[src/hw/csd_cfg.svh]
// Purpose: constants for the configuration strap decoder
// Assumes: 50 MHz clk, all pins synchronous to clk
// Notes: times are kept in their own units, cycle counts except the settle count derive from them
//
// Contract
// RL1 - enable strap low: pins become configuration inputs
// RL2 - straps latched once at power-up, then ignored
// RL3 - double-output strap: low single, high double
// RL4 - bus-width strap: low 24-bit, high 32-bit
// RL5 - mode pin: low base, high bypass
// RL6 - sync-encode strap: low off, high on
// RL7 - error-correct strap: low off, high on
// RL8 - edge strap: low rising, high falling edge
// RL9 - stagger groups 0/0.5/1/1.5 ns, clock 0.75
// RL10 - control channel rates: 1Mbps uart, 400kbps i2c
// RL11 - remote input reaches remote output within 0.35ms
// RL12 - driver spaces remote input transitions 0.35ms apart
// RL13 - stagger disable bit removes all delays
// RL14 - strap mode ignores control-channel pin traffic
`ifndef CSD_CFG_SVH
`define CSD_CFG_SVH

// ------------------------------------------------------------
// clock and timing
// ------------------------------------------------------------
`define CSD_CLK_KHZ 50000
`define CSD_SETTLE_CYC 4'hf
// fastest legal rates in kbps
`define CSD_UART_MAX_KBPS 1000
`define CSD_I2C_MAX_KBPS 400
// least uart bit time, rounded up to cycles
`define CSD_UART_MIN_CYC \
	((`CSD_CLK_KHZ + `CSD_UART_MAX_KBPS - 1) / `CSD_UART_MAX_KBPS)
// least i2c clock half period, rounded up to cycles
`define CSD_I2C_MIN_CYC \
	((`CSD_CLK_KHZ + 2 * `CSD_I2C_MAX_KBPS - 1) / (2 * `CSD_I2C_MAX_KBPS))
// remote input to remote output, longest time in us, rounded down
`define CSD_FWD_MAX_US 350
`define CSD_FWD_MAX_CYC (`CSD_FWD_MAX_US * `CSD_CLK_KHZ / 1000)

// ------------------------------------------------------------
// stagger delays in ps and their code step
// ------------------------------------------------------------
`define CSD_STAG_STEP_PS 250
`define CSD_STAG_G0_PS 0
`define CSD_STAG_G1_PS 500
`define CSD_STAG_G2_PS 1000
`define CSD_STAG_G3_PS 1500
`define CSD_STAG_PCLK_PS 750
// location of the stagger disable control in the device map
`define CSD_STAG_REG_ADDR 8'h08
`define CSD_STAG_DIS_BIT 3

`endif

[src/hw/csd_pkg.sv]
// Purpose: shared types of the configuration strap decoder
// Assumes: nothing beyond the constants header
// Notes: all types are packed so they travel on plain ports
package csd_pkg;

	// ------------------------------------------------------------
	// latched configuration
	// ------------------------------------------------------------
	typedef struct packed {
		logic local_cc_en; // control channel owns the pins
		logic double_out; // half word per pixel clock
		logic bus_32; // 32-bit bus width, else 24-bit
		logic sync_enc; // hsync/vsync encoding on
		logic ecc_en; // link error detect/correct on
		logic fall_edge; // data valid on falling clock edge
		logic bypass_mode; // control channel bypass mode
	} csd_strap_t;

	// ------------------------------------------------------------
	// stagger delay codes, one step per 0.25 ns
	// ------------------------------------------------------------
	typedef struct packed {
		logic [2:0] grp0;
		logic [2:0] grp1;
		logic [2:0] grp2;
		logic [2:0] grp3;
		logic [2:0] pclk;
	} csd_stag_t;

	// ------------------------------------------------------------
	// power-up sequence
	// ------------------------------------------------------------
	typedef enum logic [2:0] {
		ST_SETTLE = 3'h1,
		ST_SAMPLE = 3'h2,
		ST_HOLD = 3'h4
	} csd_state_t;

endpackage

[src/hw/csd_top.sv]
// Purpose: power-up strap decode, pin ownership, stagger and link guards
// Assumes: pins synchronous to clk; rst asserted at power-up
// Notes: pins are open drain: output low while enable is high
`include "csd_cfg.svh"

module csd_top #(
	parameter int fwd_cyc = `CSD_FWD_MAX_CYC
) (
	// clock and reset
	input wire logic clk,
	input wire logic rst,
	// straps and dual-purpose pins
	input wire logic local_cc_enable_strap,
	input wire logic cc_mode_select_pin,
	input wire logic general_io_zero_in,
	output logic general_io_zero_out,
	output logic general_io_zero_oe,
	input wire logic general_io_one_in,
	output logic general_io_one_out,
	output logic general_io_one_oe,
	input wire logic cc_rx_pin_in,
	output logic cc_rx_pin_out,
	output logic cc_rx_pin_oe,
	input wire logic cc_tx_pin_in,
	output logic cc_tx_pin_out,
	output logic cc_tx_pin_oe,
	// core side of the general io and control channel
	input wire logic [1:0] gpio_drive_low,
	output logic [1:0] gpio_state,
	input wire logic cc_rx_drive_low,
	input wire logic cc_tx_drive_low,
	output logic cc_rx_level,
	output logic cc_tx_level,
	// control channel rate guard
	input wire logic cc_i2c_mode,
	input wire logic rate_err_clear,
	output logic rate_err,
	// stagger control and latched configuration
	input wire logic stagger_disable,
	output csd_pkg::csd_stag_t stag,
	output csd_pkg::csd_strap_t cfg,
	output logic cfg_valid,
	// remote pins
	input wire logic remote_input_pin,
	output logic remote_output_pin
);

	// ------------------------------------------------------------
	// state
	// ------------------------------------------------------------
	csd_pkg::csd_state_t state; // power-up sequence
	csd_pkg::csd_state_t next_state;
	logic [3:0] settle; // settle count before sampling
	logic [3:0] next_settle;
	csd_pkg::csd_strap_t next_cfg;
	logic next_cfg_valid;
	csd_pkg::csd_stag_t next_stag;
	logic od_level; // open-drain pins only ever drive low
	logic own; // control channel owns the pins
	logic next_gz_oe, next_go_oe, next_rx_oe, next_tx_oe;
	logic [1:0] next_gpio_state;
	logic next_rx_level, next_tx_level;

	assign own = (state == csd_pkg::ST_HOLD) && cfg.local_cc_en;

	// stagger code from a delay in ps
	function automatic logic [2:0] stag_code(input int ps);
		stag_code = 3'(ps / `CSD_STAG_STEP_PS);
	endfunction

	// ------------------------------------------------------------
	// power-up sampling
	// ------------------------------------------------------------
	// straps are read once after a short settle so pulldowns and board
	// drivers have stopped moving; after that only a reset re-reads them
	always_comb begin
		next_state = state;
		next_settle = settle;
		next_cfg = cfg;
		next_cfg_valid = cfg_valid;
		case (state)
			csd_pkg::ST_SETTLE: begin
				next_settle = settle + 4'h1;
				if (settle == `CSD_SETTLE_CYC) begin
					next_state = csd_pkg::ST_SAMPLE;
				end
			end
			csd_pkg::ST_SAMPLE: begin
				next_cfg = '0;
				next_cfg.local_cc_en = local_cc_enable_strap; // [RL1]
				if (local_cc_enable_strap) begin
					next_cfg.bypass_mode = cc_mode_select_pin; // [RL5]
				end else begin
					next_cfg.double_out = general_io_zero_in; // [RL3]
					next_cfg.bus_32 = general_io_one_in; // [RL4]
					next_cfg.sync_enc = cc_mode_select_pin; // [RL6]
					next_cfg.ecc_en = cc_rx_pin_in; // [RL7]
					next_cfg.fall_edge = cc_tx_pin_in; // [RL8]
				end
				next_cfg_valid = 1'b1;
				next_state = csd_pkg::ST_HOLD; // [RL2]
			end
			csd_pkg::ST_HOLD: begin
				next_state = csd_pkg::ST_HOLD; // later pin changes ignored [RL2]
			end
			default: begin
				next_state = csd_pkg::ST_SETTLE;
			end
		endcase
	end

	// ------------------------------------------------------------
	// pin ownership and stagger codes
	// ------------------------------------------------------------
	// in strap mode nothing drives the pins and the core sees an idle
	// high line, so strap levels never look like channel traffic
	always_comb begin
		next_gz_oe = own && gpio_drive_low[0]; // [RL1]
		next_go_oe = own && gpio_drive_low[1]; // [RL1]
		next_rx_oe = own && cc_rx_drive_low; // [RL14]
		next_tx_oe = own && cc_tx_drive_low; // [RL14]
		next_gpio_state = own ? {general_io_one_in, general_io_zero_in}
			: 2'h3;
		next_rx_level = own ? cc_rx_pin_in : 1'b1; // [RL14]
		next_tx_level = own ? cc_tx_pin_in : 1'b1; // [RL14]
		if (stagger_disable) begin
			next_stag = '0; // all aligned [RL13]
		end else begin
			next_stag.grp0 = stag_code(`CSD_STAG_G0_PS); // [RL9]
			next_stag.grp1 = stag_code(`CSD_STAG_G1_PS);
			next_stag.grp2 = stag_code(`CSD_STAG_G2_PS);
			next_stag.grp3 = stag_code(`CSD_STAG_G3_PS);
			next_stag.pclk = stag_code(`CSD_STAG_PCLK_PS);
		end
	end

	// registers of both groups above
	always_ff @(posedge clk) begin
		if (rst) begin
			state <= csd_pkg::ST_SETTLE;
			settle <= 4'h0;
			cfg <= '0;
			cfg_valid <= 1'b0;
			stag <= '0;
			od_level <= 1'b0;
			general_io_zero_oe <= 1'b0;
			general_io_one_oe <= 1'b0;
			cc_rx_pin_oe <= 1'b0;
			cc_tx_pin_oe <= 1'b0;
			gpio_state <= 2'h3;
			cc_rx_level <= 1'b1;
			cc_tx_level <= 1'b1;
		end else begin
			state <= next_state;
			settle <= next_settle;
			cfg <= next_cfg;
			cfg_valid <= next_cfg_valid;
			stag <= next_stag;
			od_level <= 1'b0;
			general_io_zero_oe <= next_gz_oe;
			general_io_one_oe <= next_go_oe;
			cc_rx_pin_oe <= next_rx_oe;
			cc_tx_pin_oe <= next_tx_oe;
			gpio_state <= next_gpio_state;
			cc_rx_level <= next_rx_level;
			cc_tx_level <= next_tx_level;
		end
	end

	assign general_io_zero_out = od_level;
	assign general_io_one_out = od_level;
	assign cc_rx_pin_out = od_level;
	assign cc_tx_pin_out = od_level;

	// ------------------------------------------------------------
	// control channel rate guard
	// ------------------------------------------------------------
	// watches the received line in uart mode and the clock line in i2c
	// mode; an edge sooner than the least legal spacing sets a sticky
	// flag. only a limit check: it does not stop the traffic
	logic watch_prev; // watched line one cycle ago
	logic [7:0] gap; // cycles since last edge, saturating
	logic next_watch_prev;
	logic [7:0] next_gap;
	logic next_rate_err;
	logic watch;
	logic edge_seen;
	logic [7:0] min_gap;

	always_comb begin
		watch = cc_i2c_mode ? cc_tx_level : cc_rx_level;
		edge_seen = watch != watch_prev;
		min_gap = cc_i2c_mode ? 8'(`CSD_I2C_MIN_CYC) : 8'(`CSD_UART_MIN_CYC);
		next_watch_prev = watch;
		next_gap = (gap == 8'hff) ? gap : gap + 8'h1;
		next_rate_err = rate_err && !rate_err_clear;
		if (edge_seen) begin
			next_gap = 8'h0;
			if (gap < min_gap - 8'h1) begin
				next_rate_err = 1'b1; // set wins over clear [RL10]
			end
		end
	end

	always_ff @(posedge clk) begin
		if (rst) begin
			watch_prev <= 1'b1;
			gap <= 8'hff;
			rate_err <= 1'b0;
		end else begin
			watch_prev <= next_watch_prev;
			gap <= next_gap;
			rate_err <= next_rate_err;
		end
	end

	// ------------------------------------------------------------
	// remote input forwarding
	// ------------------------------------------------------------
	csd_remote_fwd #(
		.fwd_cyc(fwd_cyc)
	) u_fwd (
		.clk(clk),
		.rst(rst),
		.remote_input_pin(remote_input_pin),
		.remote_output_pin(remote_output_pin)
	);

	// ------------------------------------------------------------
	// checks
	// ------------------------------------------------------------
	a_hold_frozen: assert property (@(posedge clk) disable iff (rst) // [RL2]
		cfg_valid |=> cfg_valid && $stable(cfg))
		else $error("latched configuration moved");

	a_strap_gate: assert property (@(posedge clk) disable iff (rst) // [RL1]
		cfg_valid && !cfg.local_cc_en |=> !general_io_zero_oe
		&& !general_io_one_oe && !cc_rx_pin_oe && !cc_tx_pin_oe)
		else $error("pin driven in strap mode");

	a_cc_ignored: assert property (@(posedge clk) disable iff (rst) // [RL14]
		cfg_valid && !cfg.local_cc_en |=> cc_rx_level && cc_tx_level)
		else $error("channel traffic passed in strap mode");

	a_double_width: assert property (@(posedge clk) disable iff (rst) // [RL3] [RL4]
		state == csd_pkg::ST_SAMPLE && !local_cc_enable_strap
		|=> cfg.double_out == $past(general_io_zero_in)
		&& cfg.bus_32 == $past(general_io_one_in))
		else $error("double or width strap misread");

	a_sync_ecc: assert property (@(posedge clk) disable iff (rst) // [RL6] [RL7]
		state == csd_pkg::ST_SAMPLE && !local_cc_enable_strap
		|=> cfg.sync_enc == $past(cc_mode_select_pin)
		&& cfg.ecc_en == $past(cc_rx_pin_in))
		else $error("sync or ecc strap misread");

	a_edge_sel: assert property (@(posedge clk) disable iff (rst) // [RL8]
		state == csd_pkg::ST_SAMPLE && !local_cc_enable_strap
		|=> cfg.fall_edge == $past(cc_tx_pin_in) && !cfg.bypass_mode)
		else $error("edge strap misread");

	a_mode_sel: assert property (@(posedge clk) disable iff (rst) // [RL5]
		state == csd_pkg::ST_SAMPLE && local_cc_enable_strap
		|=> cfg.bypass_mode == $past(cc_mode_select_pin) && !cfg.double_out)
		else $error("mode pin misread");

	a_stag_on: assert property (@(posedge clk) disable iff (rst) // [RL9]
		!stagger_disable |=> stag.grp0 == 3'h0 && stag.grp1 == 3'h2
		&& stag.grp2 == 3'h4 && stag.grp3 == 3'h6 && stag.pclk == 3'h3)
		else $error("stagger codes wrong");

	a_stag_off: assert property (@(posedge clk) disable iff (rst) // [RL13]
		stagger_disable |=> stag == '0)
		else $error("stagger not removed");

	a_rate_flag: assert property (@(posedge clk) disable iff (rst) // [RL10]
		edge_seen && gap < min_gap - 8'h1 |=> rate_err)
		else $error("fast edge not flagged");

endmodule

[src/hw/csd_gpi_fwd.sv]
// Purpose: forwards remote input transitions to the remote output
// Assumes: input synchronous to clk, transitions spaced by the far side
// Notes: latency is fwd_cyc cycles, inside the longest allowed time
`include "csd_cfg.svh"

module csd_remote_fwd #(
	parameter int fwd_cyc = `CSD_FWD_MAX_CYC
) (
	// clock and reset
	input wire logic clk,
	input wire logic rst,
	// remote pins
	input wire logic remote_input_pin,
	output logic remote_output_pin
);

	logic busy; // a transition is in flight
	logic held; // level being carried
	logic [19:0] cnt; // cycles left in flight
	logic next_busy;
	logic next_held;
	logic next_out;
	logic [19:0] next_cnt;

	// ------------------------------------------------------------
	// carry one transition at a time
	// ------------------------------------------------------------
	// a second change while busy is picked up after delivery; the far
	// side spaces its changes so none is lost [RL12]
	always_comb begin
		next_busy = busy;
		next_held = held;
		next_out = remote_output_pin;
		next_cnt = cnt;
		if (busy) begin
			if (cnt == 20'h0) begin
				next_out = held; // deliver [RL11]
				next_busy = 1'b0;
			end else begin
				next_cnt = cnt - 20'h1;
			end
		end else if (remote_input_pin != remote_output_pin) begin
			next_busy = 1'b1; // start the transit [RL11]
			next_held = remote_input_pin;
			next_cnt = 20'(fwd_cyc - 2);
		end
	end

	// registers
	always_ff @(posedge clk) begin
		if (rst) begin
			busy <= 1'b0;
			held <= 1'b0;
			cnt <= 20'h0;
			remote_output_pin <= 1'b0;
		end else begin
			busy <= next_busy;
			held <= next_held;
			cnt <= next_cnt;
			remote_output_pin <= next_out;
		end
	end

	a_fwd_start: assert property (@(posedge clk) disable iff (rst) // [RL11]
		!busy && remote_input_pin != remote_output_pin
		|=> busy && cnt == 20'(fwd_cyc - 2))
		else $error("transit did not start with full count");

	a_fwd_deliver: assert property (@(posedge clk) disable iff (rst) // [RL11]
		busy && cnt == 20'h0 |=> remote_output_pin == $past(held) && !busy)
		else $error("transit did not deliver held level");

endmodule

[config.mk]
export PLATFORM = sky130hd
export DESIGN_NAME = csd_top
export DESIGN_NICKNAME = d
export VERILOG_FILES = /design/src/hw/csd_pkg.sv /design/src/hw/csd_top.sv /design/src/hw/csd_gpi_fwd.sv
export VERILOG_INCLUDE_DIRS = /design/src /design/src/hw
export SDC_FILE = /design/constraint.sdc
export NUM_CORES = 1
export LEC_CHECK = 0
export BUFFER_PORTS_ARGS = -buffer_cell sky130_fd_sc_hd__buf_2
export CAP_MARGIN = 0
export CORE_MARGIN = 2
export CORE_UTILIZATION = 25
export DETAILED_ROUTE_END_ITERATION = 10
export PLACE_DENSITY_LB_ADDON = 0.15
export SLEW_MARGIN = 15
export SYNTH_ARGS = -nofsm -noshare
export SYNTH_HDL_FRONTEND = slang
export SYNTH_HIERARCHICAL = 1
export SYNTH_SLANG_ARGS = --single-unit
[constraint.sdc]
create_clock -name clk -period 2.9 [get_ports clk]
set_input_delay 0 -clock clk [delete_from_list [all_inputs] [get_ports clk]]
set_output_delay 0 -clock clk [all_outputs]
set_load 0.01 [all_outputs]
Word-level counts from Yosys, hierarchy flattened --
Index checks and enable logic that the tools add are counted.
Operators by class: reduce and logical (&&, ||, !) cells 14, bitwise gates (word level) 2, equality and inequality tests 10, $add $sub $neg 4, order comparisons 1, muxes and demuxes 17
Operators by type and width (count):
- $mux 20 | 3
- $logic_not 20->1 | 1
- $sub 20x1->20 const B | 1
- $mux 8 | 2
- $mux 11 | 1
- $add 8x1->8 const B | 1
- $eq 8x8->1 const B | 1
- $lt 8x8->1 | 1
- $mux 1 | 7
- $sub 6x1->7 const B | 1
- $logic_and 1x1->1 | 6
- $ne 2x2->1 const B | 3
- $pmux 3 s2 | 1
- $reduce_and 2->1 | 3
- $mux 5 | 1
- $add 4x1->4 const B | 1
- $eq 4x4->1 const B | 1
- $mux 4 | 1
- $reduce_or 2->1 | 2
- $eq 3x1->1 const B | 1
- $eq 3x2->1 const B | 1
- $eq 3x3->1 const B | 1
- $mux 3 | 1
- $ne 1x1->1 | 2
- 3 further kinds | 4
Word-level totals: output and inout port bits 37, word-level logic and storage cells 77, register bits 71, bits of input ports 16

Depth between registers and ports, before layout --
Gate-level depths: netlist (run 1).
word-level depth 5, mapped depth 8, depth with buffers taken out 7

Cells and area by module --
The synthesis (run 1) kept the hierarchy.
Modules (own cells, without submodules):
- csd_top | area an instance 1508.9 um2, instances 1, seq. area each 680.7 um2, cells an instance 162
- csd_remote_fwd | area an instance 1227.4 um2, instances 1, seq. area each 460.4 um2, cells an instance 138

Worst setup path before layout (run 1) --
OpenSTA, ideal clock, no wires.
path kind reg2reg, start point register u_fwd.cnt[0], end point register u_fwd.cnt[19], data required time 2.772 ns, clock period less this slack 1.788 ns, path buffers 1, setup slack 1.112 ns, library setup time 0.128 ns, arrival time 1.661 ns, cell stages (with the launch flop) 9, cell sequence dfxtp_1 inv_1 ha_1 nor2b_1 and4_1 buf_2 a2111oi_2 xnor2_1 nor2_1
Between the ends: cells in the longest elaborated chain, start to end 3, elaborated cells between the ends (all ways) 6, classes of those cells 1 x add/sub; 1 x eq/ne; 2 x mux; 2 x reduce/logical
Ends and longest elaborated chain:
- start: declaration | RTL line csd_gpi_fwd.sv:19 | logic [19:0] cnt;
- start signal: assignment | RTL line csd_gpi_fwd.sv:59 | cnt <= next_cnt;
- $sub 20x1->20 / $logic_not 20->1 (equally long branches) | RTL line csd_gpi_fwd.sv:40, csd_gpi_fwd.sv:36
- $mux 20 / $ne 2x2->1 (equally long branches)
- $mux 20 / $reduce_and 2->1 (equally long branches)
Parallel ways exist; a longest one is shown, timed or not. The select of a mux whose other input is x is not followed. A chain may end at the register's enable or synchronous reset.

Worst setup path after layout (run 1) --
start point register u_fwd.cnt[0], end point register u_fwd.cnt[15]
The elaborated chain is that of the path after synthesis.

==> results by group, run 1 <==
Status
  – Status: completed

Synth
  – Syn Area/Cell: 9.12 µm²
  – Synth Cell Area: 2740 µm²
  – Async set or reset register ratio after synthesis: 0%
  – Distinct cell type count after synthesis: 48
  – Post-synth EDFFs: 0
  – Yosys warns: 6
  – Primary FF master, synth: dfxtp_1
  – Register area share after synthesis: 41.7%
  – FF+latch count, synth: 57
  – Post-Syn Instances: 300

Route
  – Post-DRT Antenna Nets: 0
  – Final WL: 5900 µm
  – Routed len/inst: 11.9 µm
  – Drt drc: 0
  – Via count: 2167
  – DR vias/cell: 4.39
  – First-pass iteration count of the detailed router: 6
  – Detailed router's first-iteration violation count: 130

Clocking
  – Worst-path clk slew: 0.07 ns
  – H-Tree Depth: 3
  – Clk root buf: clkbuf_8
  – Cts bufs inserted: 9
  – Post-CTS Setup Bufs: 0
  – Worst-Skew Late Latency: 0.32 ns
  – CTS max path bufs: 2
  – Clk sink count: 57
  – CTS tree: yes

Floorplan
  – Die W: 109 µm
  – Height of the die: 109 µm
  – I/O Pins: 53
  – Initial Util: 25.5%
  – Die area: 11800 µm²
  – FP Rows: 38
  – Core area: 10700 µm²

Final layout
  – Layout cell share with drive strength beyond 1: 20.3%
  – Most frequent cells in the layout: dfxtp_1, buf_2, nor2_1
  – ANT cells: 0
  – Final Core Density: 31.1%
  – Commonest non-fill, non-tap cell in the layout: dfxtp_1
  – P&R area growth vs syn: 22.1%
  – Nets: 372

Setup path
  – CP delay by family, top: compound AO/OA/AOI/OAI gates
  – Crit path required time: 3.09 ns
  – Worst Path Buf+Inv: 1
  – Crit path DAT: 2.25 ns
  – Slowest stage delay, CP: 0.38 ns
  – WS Path Type: reg2reg
  – Crit-path max FO: 11
  – Crit path capture type: register
  – Slowest stage cell, crit path: dfxtp_1
  – CP Cell Sequence: inv_1 -> ha_1 -> nor2b_1 -> and4_1 -> a211o_1 -> o311ai_1 -> o41ai_1
  – R2R Setup Slk: 0.85 ns
  – Setup crit start kind: register

Pwr
  – Comb pwr share: 25.2%
  – Sequential power share: 40.2%
  – Switch Pwr: 739 µW
  – P per Cell Area: 710 nW/µm²
  – Internal power: 1630 µW
  – Clock Power Share: 34.6%
  – P_leak: 0.00130 µW
  – VDD IR-drop max: 0.244 mV
  – Switching share of power: 31.1%

STA
  – Worst-Margin Slew: 0.858 ns
  – Endpoints failing setup: 0
  – Tcrit/Tclk final: 70.8%
  – Slew HR: 42.3%
  – Max Clock Skew: 0.00745 ns
  – Fmax achieved: 0.487 GHz
  – RSZ-0062 raised after global routing: false
  – Max-slew violation count: 0
  – Setup tns final: 0 ns
  – Final Hold Fails: 0
  – Fin crit period: 2.05 ns

Hold path
  – Min-Delay Path Class: in2reg

Placed design
  – Global placement routability congestion: 0.793
  – Port Buffers: 39
  – Dpl hpwl: 4030 µm

GRT
  – Vias in the first global route: 2090
  – Largest net degree at the start of global routing: 22
  – First-pass GRT wire length: 10000 µm
  – Initial antenna violation count: 0
  – Overflow after GRT: 0
  – GRT Util Overall: 11.0%

Job
  – MaxCap Viol Count: 0
## power groups by stage
stage | Combinational (µW) | Clock, µW | Sequential [µW]
CTS | 599 | 855 | 951
finish | 598 | 822 | 953
floorplan | 506 | 0 | 936
global route | 686 | 888 | 968
global placement | 584 | 0 | 970
detailed placement | 585 | 0 | 968
## flip-flops by register name (all words and copies together), names as in the netlist
register / cells
settle: 4
gpio_state: 2
cfg: 7
u_fwd/remote_output_pin: 1
u_fwd/cnt: 20
watch_prev: 1
u_fwd/busy: 1
cfg_valid: 1
u_fwd/held: 1
state: 3
cc_rx_level: 1
general_io_one_oe: 1
stag: 1
general_io_zero_oe: 1
rate_err: 1
cc_rx_pin_oe: 1
cc_tx_pin_oe: 1
gap: 8
cc_tx_level: 1
## final cells by class
| class | count | area [µm²] |
|---|---|---|
| clock buffer | 11 | 141 |
| tap | 140 | 175 |
| inverter | 4 | 15.0 |
| timing repair buffer | 54 | 340 |
| clock inverter | 5 | 78.8 |
| multi-input combinational | 223 | 1450 |
| sequential | 57 | 1140 |
| fill | 1164 | 7400 |
## layer usage
| metal | GRT usage [%] | up-vias | wire length [µm] |
|---|---|---|---|
| met5 | 0 | - | 0 |
| met4 | 5.59 | 0 | 68 |
| met3 | 2.63 | 5 | 232 |
| met2 | 16.4 | 47 | 2610 |
| met1 | 14.7 | 981 | 2990 |
| li1 | - | 1134 | - |
## worst register-to-register path: stages, from the launching register on
cell	delay [ns]
dfxtp_1	0.38
inv_1	0.09
ha_1	0.21
nor2b_1	0.15
and4_1	0.35
a211o_1	0.38
o311ai_1	0.25
o41ai_1	0.11
## metrics by stage
| step | hold WS (ns) | area, µm² | total power (µW) | instances | setup WS, ns |
|---|---|---|---|---|---|
| 3_5_place_dp | 0.157 | 2990 | 1550 | 465 | 0.858 |
| 4_1_cts | 0.0585 | 3340 | 2410 | 494 | 0.847 |
| 5_1_grt | 0.0979 | 3340 | 2540 | 494 | 0.639 |
| 3_3_place_gp | 0.150 | 2990 | 1550 | 465 | 0.867 |
| 2_1_floorplan | 0.0667 | 2780 | 1440 | 312 | 1.11 |
| 6_report | 0.0711 | 3340 | 2370 | 494 | 0.847 |
## cells by family (layout without fill, tap and decap cells)
group           after synthesis  count (layout)  synth area share (%)
fa+ha+maj                     7               7                  3.20
compound gates               56              56                  14.3
flops                        57              57                  41.7
other cells                   1              13                 0.137
xor+xnor                     22              22                  7.59
mux                           6               6                  2.29
simple gates                119             119                  23.9
buf+inv                      32              74                  6.95
## synth_stat cells, types with 8 or more instances
cell type / n / area share [%]
nand2b_1: 9 / 2.1
a211oi_1: 9 / 2.5
dfxtp_1: 57 / 42
nand2_1: 25 / 3.4
xor2_1: 8 / 2.6
xnor2_1: 12 / 3.8
a21oi_1: 18 / 3.3
nor2_1: 28 / 3.8
nor3_1: 13 / 2.4
clkbuf_1: 8 / 1.1
and2_1: 8 / 1.8
buf_4: 18 / 4.9
## timing repair
action                                 in CTS  in global routing
hold buffers                               13                  0
endpoints found under the hold margin      18                  0
resized for setup                           0                  0
## final timing paths
kind                             start                          to  depth (start not counted)
min reg2reg        cfg[0]$_SDFFE_PP0N_         cfg[0]$_SDFFE_PP0N_                          2
min                                rst      cfg_valid$_SDFFE_PP0N_                          2
max reg2reg  u_fwd/cnt[0]$_SDFFE_PP0P_  u_fwd/cnt[15]$_SDFFE_PP0P_                          7
max          u_fwd/cnt[0]$_SDFFE_PP0P_  u_fwd/cnt[15]$_SDFFE_PP0P_                          7
Note: power is estimated with default switching activity, not from simulation.
==> run 2, diff against run 1 <==
- clock period: 2.9 -> 2.1 ns (I/O delays scaled with it)
==> results by group, run 2 (same netlist as run 1, synthesis figures left out) <==
Clocking
  – Cts bufs inserted: 9 (unchanged)
  – Worst-Skew Late Latency: 0.34 ns (was 0.32 ns)
  – CTS max path bufs: 2 (unchanged)
  – H-Tree Depth: 3 (unchanged)
  – Worst-path clk slew: 0.07 ns (about the same)
  – Clk root buf: clkbuf_8 (unchanged)
  – Clk sink count: 57 (unchanged)
  – Post-CTS Setup Bufs: 0 (unchanged)
  – CTS tree: yes (unchanged)

Route
  – Detailed router's first-iteration violation count: 87 (was 130)
  – Via count: 2247 (was 2167)
  – DR vias/cell: 4.49 (was 4.39)
  – First-pass iteration count of the detailed router: 4 (was 6)
  – Drt drc: 0 (unchanged)
  – Routed len/inst: 11.9 µm (about the same)
  – Final WL: 5970 µm (was 5900 µm)
  – Post-DRT Antenna Nets: 0 (unchanged)

Placed design
  – Global placement routability congestion: 0.820 (was 0.793)
  – Dpl hpwl: 4220 µm (was 4030 µm)
  – Port Buffers: 39 (unchanged)

Pwr
  – P per Cell Area: 911 nW/µm² (was 710 nW/µm²)
  – VDD IR-drop max: 0.265 mV (was 0.244 mV)
  – P_leak: 0.00130 µW (about the same)

Setup path
  – Crit path DAT: 2.17 ns (was 2.25 ns)
  – WS Path Type: reg2reg (unchanged)
  – Crit-path max FO: 11 (unchanged)
  – Crit path capture type: register (unchanged)
  – Setup crit start kind: register (unchanged)
  – Crit path required time: 2.30 ns (was 3.09 ns)

Final layout
  – Commonest non-fill, non-tap cell in the layout: dfxtp_1 (unchanged)
  – Layout cell share with drive strength beyond 1: 22.4% (was 20.3%)
  – ANT cells: 0 (unchanged)
  – Multi-input gate area: 1450 µm² (about the same)
  – Max FFs per register: 20 (unchanged)
  – Most frequent cells in the layout: dfxtp_1, buf_2, nor2_1 (unchanged)
  – Fill cells: 1139 (was 1164)
  – Final Core Density: 31.2% (was 31.1%)
  – Top reg by flops: u_fwd/cnt (unchanged)
  – Seq. cell area: 1140 µm² (unchanged)
  – Nets: 380 (was 372)
  – Regs by FF count: u_fwd/cnt x20, gap x8, cfg x7 (unchanged)
  – P&R area growth vs syn: 22.5% (was 22.1%)

GRT
  – Initial antenna violation count: 0 (unchanged)
  – Largest net degree at the start of global routing: 28 (was 22)
  – Vias in the first global route: 2114 (was 2090)
  – GRT Util Overall: 10.7% (was 11.0%)
  – Met2 Use GR: 16.3% (was 16.4%)
  – GR Util met1: 13.8% (was 14.7%)
  – First-pass GRT wire length: 9880 µm (was 10000 µm)
  – Met3 Usage GRT: 2.87% (was 2.63%)
  – Overflow after GRT: 0 (unchanged)
  – Busiest grt layer: met2 (unchanged)

Status
  – Status: completed (unchanged)

STA
  – RSZ-0062 raised after global routing: false (unchanged)
  – Setup tns final: 0 ns (unchanged)
  – Max-slew violation count: 0 (unchanged)
  – Max Clock Skew: 0.0108 ns (was 0.00745 ns)
  – Fin crit period: 1.97 ns (was 2.05 ns)
  – Tcrit/Tclk final: 93.7% (was 70.8%)
  – Endpoints failing setup: 0 (unchanged)
  – Slew HR: 64.4% (was 42.3%)
  – Worst-Margin Slew: 0.529 ns (was 0.858 ns)
  – Final Hold Fails: 0 (unchanged)
  – Fmax achieved: 0.508 GHz (was 0.487 GHz)

Floorplan
  – Die area: 11800 µm² (unchanged)
  – Die W: 109 µm (unchanged)
  – Initial Util: 25.5% (unchanged)
  – Height of the die: 109 µm (unchanged)
  – FP Rows: 38 (unchanged)
  – Core area: 10700 µm² (unchanged)
  – I/O Pins: 53 (unchanged)

Hold path
  – Min-Delay Path Class: in2reg (unchanged)

Job
  – MaxCap Viol Count: 0 (unchanged)
==> run 2: final timing paths <==
check | startpoint | endpoint | slack (ns) | cells after the start
max | u_fwd/cnt[0]$_SDFFE_PP0P_ | u_fwd/cnt[15]$_SDFFE_PP0P_ | 0.13 | 7
min | rst | u_fwd/remote_output_pin$_SDFFE_PP0P_ | 0.009 | 2
max reg2reg | u_fwd/cnt[0]$_SDFFE_PP0P_ | u_fwd/cnt[15]$_SDFFE_PP0P_ | 0.13 | 7
min reg2reg | cfg[4]$_SDFFE_PP0N_ | cfg[4]$_SDFFE_PP0N_ | 0.46 | 2
==> run 2: through the flow <==
| step | hold WS (ns) | power, µW | area (µm²) | setup slack, ns | instances |
|---|---|---|---|---|---|
| CTS | 0.00771 | 3100 | 3350 | 0.0799 | 501 |
| detailed placement | 0.156 | 2170 | 3050 | 0.0990 | 473 |
| finish | 0.00888 | 3050 | 3350 | 0.132 | 501 |
| global placement | 0.151 | 2170 | 3050 | 0.165 | 473 |
| floorplan | 0.0667 | 1990 | 2780 | 0.312 | 312 |
| global route | 0.0257 | 3260 | 3350 | 0.0148 | 501 |
==> run 2: layout make-up <==
cell class              count  share of cell area, %
flip-flops and latches     57                   34.0
well taps                 140                   5.23
clock inverters             6                   1.34
multi-input cells         223                   43.3
clock buffers               9                   3.70
repair buffers             62                   11.9
inverters                   4                  0.448
==> run 2: repair_timing <==
action                     CTS  global route
hold buffers                13             0
gates resized for setup      0             1
setup endpoints to repair    0             1
hold endpoints to repair    18             0
==> run 2: critical path, stage by stage (launching register included) <==
cell and delay [ns]:
dfxtp_1 0.37, inv_1 0.09, ha_1 0.19, nor2b_1 0.14
and4_2 0.32, a211o_1 0.35, o311ai_1 0.24, o41ai_1 0.12
==> run 2: per-layer routing <==
layer / vias up / share of wire (%) / wire length [µm]
li1: 1154 / - / -
met1: 1030 / 50 / 3000
met2: 55 / 44 / 2650
met3: 8 / 3.9 / 233
met4: 0 / 1.5 / 87
met5: - / 0 / 0
==> run 2: power breakdown <==
part | switching (µW) | leakage (µW) | internal, µW | total (µW)
logic | 452 | 0.000754 | 400 | 853
registers | 133 | 0.000465 | 1180 | 1310
clock network | 461 | 0.0000777 | 424 | 885
==> run 3, diff against run 2 <==
- MAX_ROUTING_LAYER: default -> met4
- SYNTH_HIERARCHICAL: 1 -> default
==> results by group, run 3 <==
Pwr
  – Comb pwr share: 30.4% (was 27.9%)
  – P per Cell Area: 924 nW/µm² (was 911 nW/µm²)
  – Sequential power share: 39.3% (was 43.1%)
  – Switch Pwr: 1100 µW (was 1050 µW)
  – Clock Power Share: 30.4% (was 29.0%)
  – P_leak: 0.00150 µW (was 0.00130 µW)
  – Internal power: 2230 µW (was 2010 µW)
  – VDD IR-drop max: 0.366 mV (was 0.265 mV)
  – Switching share of power: 33.0% (was 34.3%)

Placed design
  – Place WS: -0.234 ns (was 0.0990 ns)
  – Dpl hpwl: 4300 µm (was 4220 µm)
  – Port Buffers: 39 (unchanged)
  – Placed Area: 3090 µm² (was 3050 µm²)
  – Global placement routability congestion: 0.744 (was 0.820)

Final layout
  – Layout cell share with drive strength beyond 1: 29.1% (was 22.4%)
  – Top reg by flops: u_fwd.cnt (was u_fwd/cnt)
  – Nets: 396 (was 380)
  – Regs by FF count: u_fwd.cnt x20, gap x8, cfg x7 (was u_fwd/cnt x20, gap x8, cfg x7)
  – Max FFs per register: 20 (unchanged)
  – ANT cells: 0 (unchanged)
  – Cell area after layout: 3600 µm² (was 3350 µm²)
  – Most frequent cells in the layout: dfxtp_1, buf_2, nor2_1 (unchanged)
  – Final Core Density: 35.1% (was 31.2%)
  – P&R area growth vs syn: 37.1% (was 22.5%)
  – Commonest non-fill, non-tap cell in the layout: dfxtp_1 (unchanged)

STA
  – Tcrit/Tclk final: 110% (was 93.7%)
  – Max-slew violation count: 0 (unchanged)
  – Setup tns final: -2.28 ns (was 0 ns)
  – Final Hold Fails: 0 (unchanged)
  – Final worst slack: -0.214 ns (was 0.132 ns)
  – Slew HR: 40.3% (was 64.4%)
  – Fin crit period: 2.31 ns (was 1.97 ns)
  – Fmax achieved: 0.432 GHz (was 0.508 GHz)
  – Worst-Margin Slew: 0.893 ns (was 0.529 ns)
  – Max Clock Skew: 0.00904 ns (was 0.0108 ns)
  – RSZ-0062 raised after global routing: true (was false)
  – Endpoints failing setup: 16 (was 0)

Synth
  – Biggest area consumer among synthesized cells: dfxtp_1 (unchanged)
  – Synth area leaders: dfxtp_1, buf_4, xor2_1 (was dfxtp_1, buf_4, nor2_1)
  – Synth top area share: 43.4% (was 41.7%)
  – Synth Cell Area: 2630 µm² (was 2740 µm²)
  – Post-Syn Instances: 290 (was 300)
  – FF+latch count, synth: 57 (unchanged)
  – Async set or reset register ratio after synthesis: 0% (unchanged)
  – Register area share after synthesis: 43.4% (was 41.7%)
  – Top post-synthesis cells by count: dfxtp_1, nor2_1, nand2_1 (unchanged)
  – Post-synth EDFFs: 0 (unchanged)
  – Primary FF master, synth: dfxtp_1 (unchanged)
  – Top-count cell post-synth: dfxtp_1 (unchanged)
  – Yosys warns: 0 (was 6)
  – Syn Area/Cell: 9.06 µm² (was 9.12 µm²)
  – Distinct cell type count after synthesis: 46 (was 48)

GRT
  – Initial antenna violation count: 0 (unchanged)
  – Overflow after GRT: 0 (unchanged)
  – First-pass GRT wire length: 10700 µm (was 9880 µm)
  – Vias in the first global route: 2295 (was 2114)
  – GRT Util Overall: 12.0% (was 10.7%)
  – Largest net degree at the start of global routing: 21 (was 28)

Clocking
  – Cts bufs inserted: 9 (unchanged)
  – Clk root buf: clkbuf_8 (unchanged)
  – H-Tree Depth: 3 (unchanged)
  – CTS tree: yes (unchanged)
  – Worst-Skew Late Latency: 0.33 ns (was 0.34 ns)
  – Clk sink count: 57 (unchanged)
  – Worst-path clk slew: 0.07 ns (about the same)
  – CTS max path bufs: 2 (unchanged)

Floorplan
  – Core area: 10300 µm² (was 10700 µm²)
  – Die W: 107 µm (was 109 µm)
  – I/O Pins: 53 (unchanged)
  – FP Rows: 37 (was 38)
  – Initial Util: 25.6% (was 25.5%)
  – Height of the die: 107 µm (was 109 µm)
  – Die area: 11400 µm² (was 11800 µm²)

Route
  – DR vias/cell: 4.40 (was 4.49)
  – Drt drc: 0 (unchanged)
  – First-pass iteration count of the detailed router: 4 (unchanged)
  – M1 wire length: 3040 µm (was 3000 µm)
  – Via count: 2264 (was 2247)
  – Final WL: 6230 µm (was 5970 µm)
  – Met3 WL post-DR: 200 µm (was 233 µm)
  – Routed len/inst: 12.1 µm (was 11.9 µm)
  – Detailed router's first-iteration violation count: 77 (was 87)
  – Post-DRT Antenna Nets: 0 (unchanged)
  – DR WL met2: 2920 µm (was 2650 µm)
  – Top sig layer: met4 (unchanged)

Setup path
  – Crit path required time: 2.36 ns (was 2.30 ns)
  – Worst r2r path cells: 6 (was 7)
  – Crit path capture type: register (unchanged)
  – WS Path Type: reg2reg (unchanged)
  – Setup crit start kind: register (unchanged)
  – Crit path DAT: 2.57 ns (was 2.17 ns)
  – R2r startpoint: u_fwd.cnt[13]$_SDFFE_PP0P_ (was u_fwd/cnt[0]$_SDFFE_PP0P_)
  – CP Launch Point: u_fwd.cnt[13]$_SDFFE_PP0P_ (was u_fwd/cnt[0]$_SDFFE_PP0P_)
  – R2R Setup Slk: -0.21 ns (was 0.13 ns)
  – Crit-path max FO: 6 (was 11)

Status
  – Failing checks: setup timing
  – Status: complete, but fails checks (was completed)

Hold path
  – Min-Delay Path Class: in2reg (unchanged)
  – Worst hold stages: 3 (was 2)
  – Hold path start: cc_i2c_mode (was rst)

Job
  – MaxCap Viol Count: 0 (unchanged)
[run 3: cell types whose count changed in the layout (fill, tap and decap cells not counted), sizes merged, moves of 4 or more]
cell / before / now
a211oi: 9 / 2
a21o: 5 / 0
buf: 49 / 73
nor2: 28 / 32
nor3: 13 / 9
o21bai: 1 / 7
xor2: 10 / 14
[run 3: path summary, 6_finish.rpt]
kind                               end
max          u_fwd.cnt[8]$_SDFFE_PP0P_
min              watch_prev$_SDFF_PP1_
max reg2reg  u_fwd.cnt[8]$_SDFFE_PP0P_
min reg2reg        cfg[4]$_SDFFE_PP0N_
[run 3: cell families (layout without fill, tap and decap cells)]
family,Yosys count,after routing,synth area share [%]
AOI/OAI and AO/OA,50,50,12.9
xor gates and xnor gates,25,25,8.33
other,1,13,0.143
buffers and inverters,32,108,7.14
and+or+nand+nor,110,110,21.6
muxes,8,8,3.09
adders and majority gates,7,7,3.33
DFF,57,57,43.4
[run 3: power groups by stage]
| stage | logic, µW | clock network (µW) | registers [µW] |
|---|---|---|---|
| 2_1_floorplan | 651 | 0 | 1300 |
| 3_5_place_dp | 841 | 0 | 1330 |
| 3_3_place_gp | 839 | 0 | 1330 |
| 6_report | 1010 | 1010 | 1310 |
| 5_1_grt | 1140 | 1110 | 1330 |
| 4_1_cts | 961 | 1050 | 1310 |
[run 3: through the flow]
| stage | total power (µW) | cells | hold slack, ns |
|---|---|---|---|
| after floorplan | 1950 | 302 | 0.0667 |
| after global placement | 2170 | 478 | 0.162 |
| after detailed placement | 2170 | 478 | 0.160 |
| after CTS | 3310 | 513 | 0.00760 |
| after global routing | 3580 | 514 | 0.0483 |
| final | 3330 | 514 | 0.0166 |
[run 3: final cells by class]
type,instances,area (µm²)
clock buffer,9,124
clock inverter,7,71.3
fill,1084,6670
inverter,6,22.5
multi-input combinational,213,1470
sequential,57,1140
tap,136,170
timing repair buffer,86,604
[run 3: routing by layer]
| metal | up-vias | global-route usage, % |
|---|---|---|
| met1 | 1056 | 14.7 |
| met4 | 0 | 4.17 |
| met3 | 8 | 2.70 |
| met2 | 47 | 19.6 |
| met5 | - | - |
| li1 | 1153 | - |
[run 3: worst max-delay path, stage by stage (launching register included)]
cell       delay [ns]
dfxtp_2          0.32
or4_4            0.54
buf_4            0.16
or4_4            0.60
o21a_4           0.25
o2111ai_4        0.18
mux2i_1          0.19
[run 3: repair_timing]
action / 4_1_cts / 5_1_grt
gates cloned: 0 / 0
pin swaps: 7 / 5
hold endpoints to repair: 18 / 0
setup buffers: 6 / 1
endpoints found under the setup margin: 13 / 20
gates resized for setup: 16 / 10
hold buffers: 13 / 0
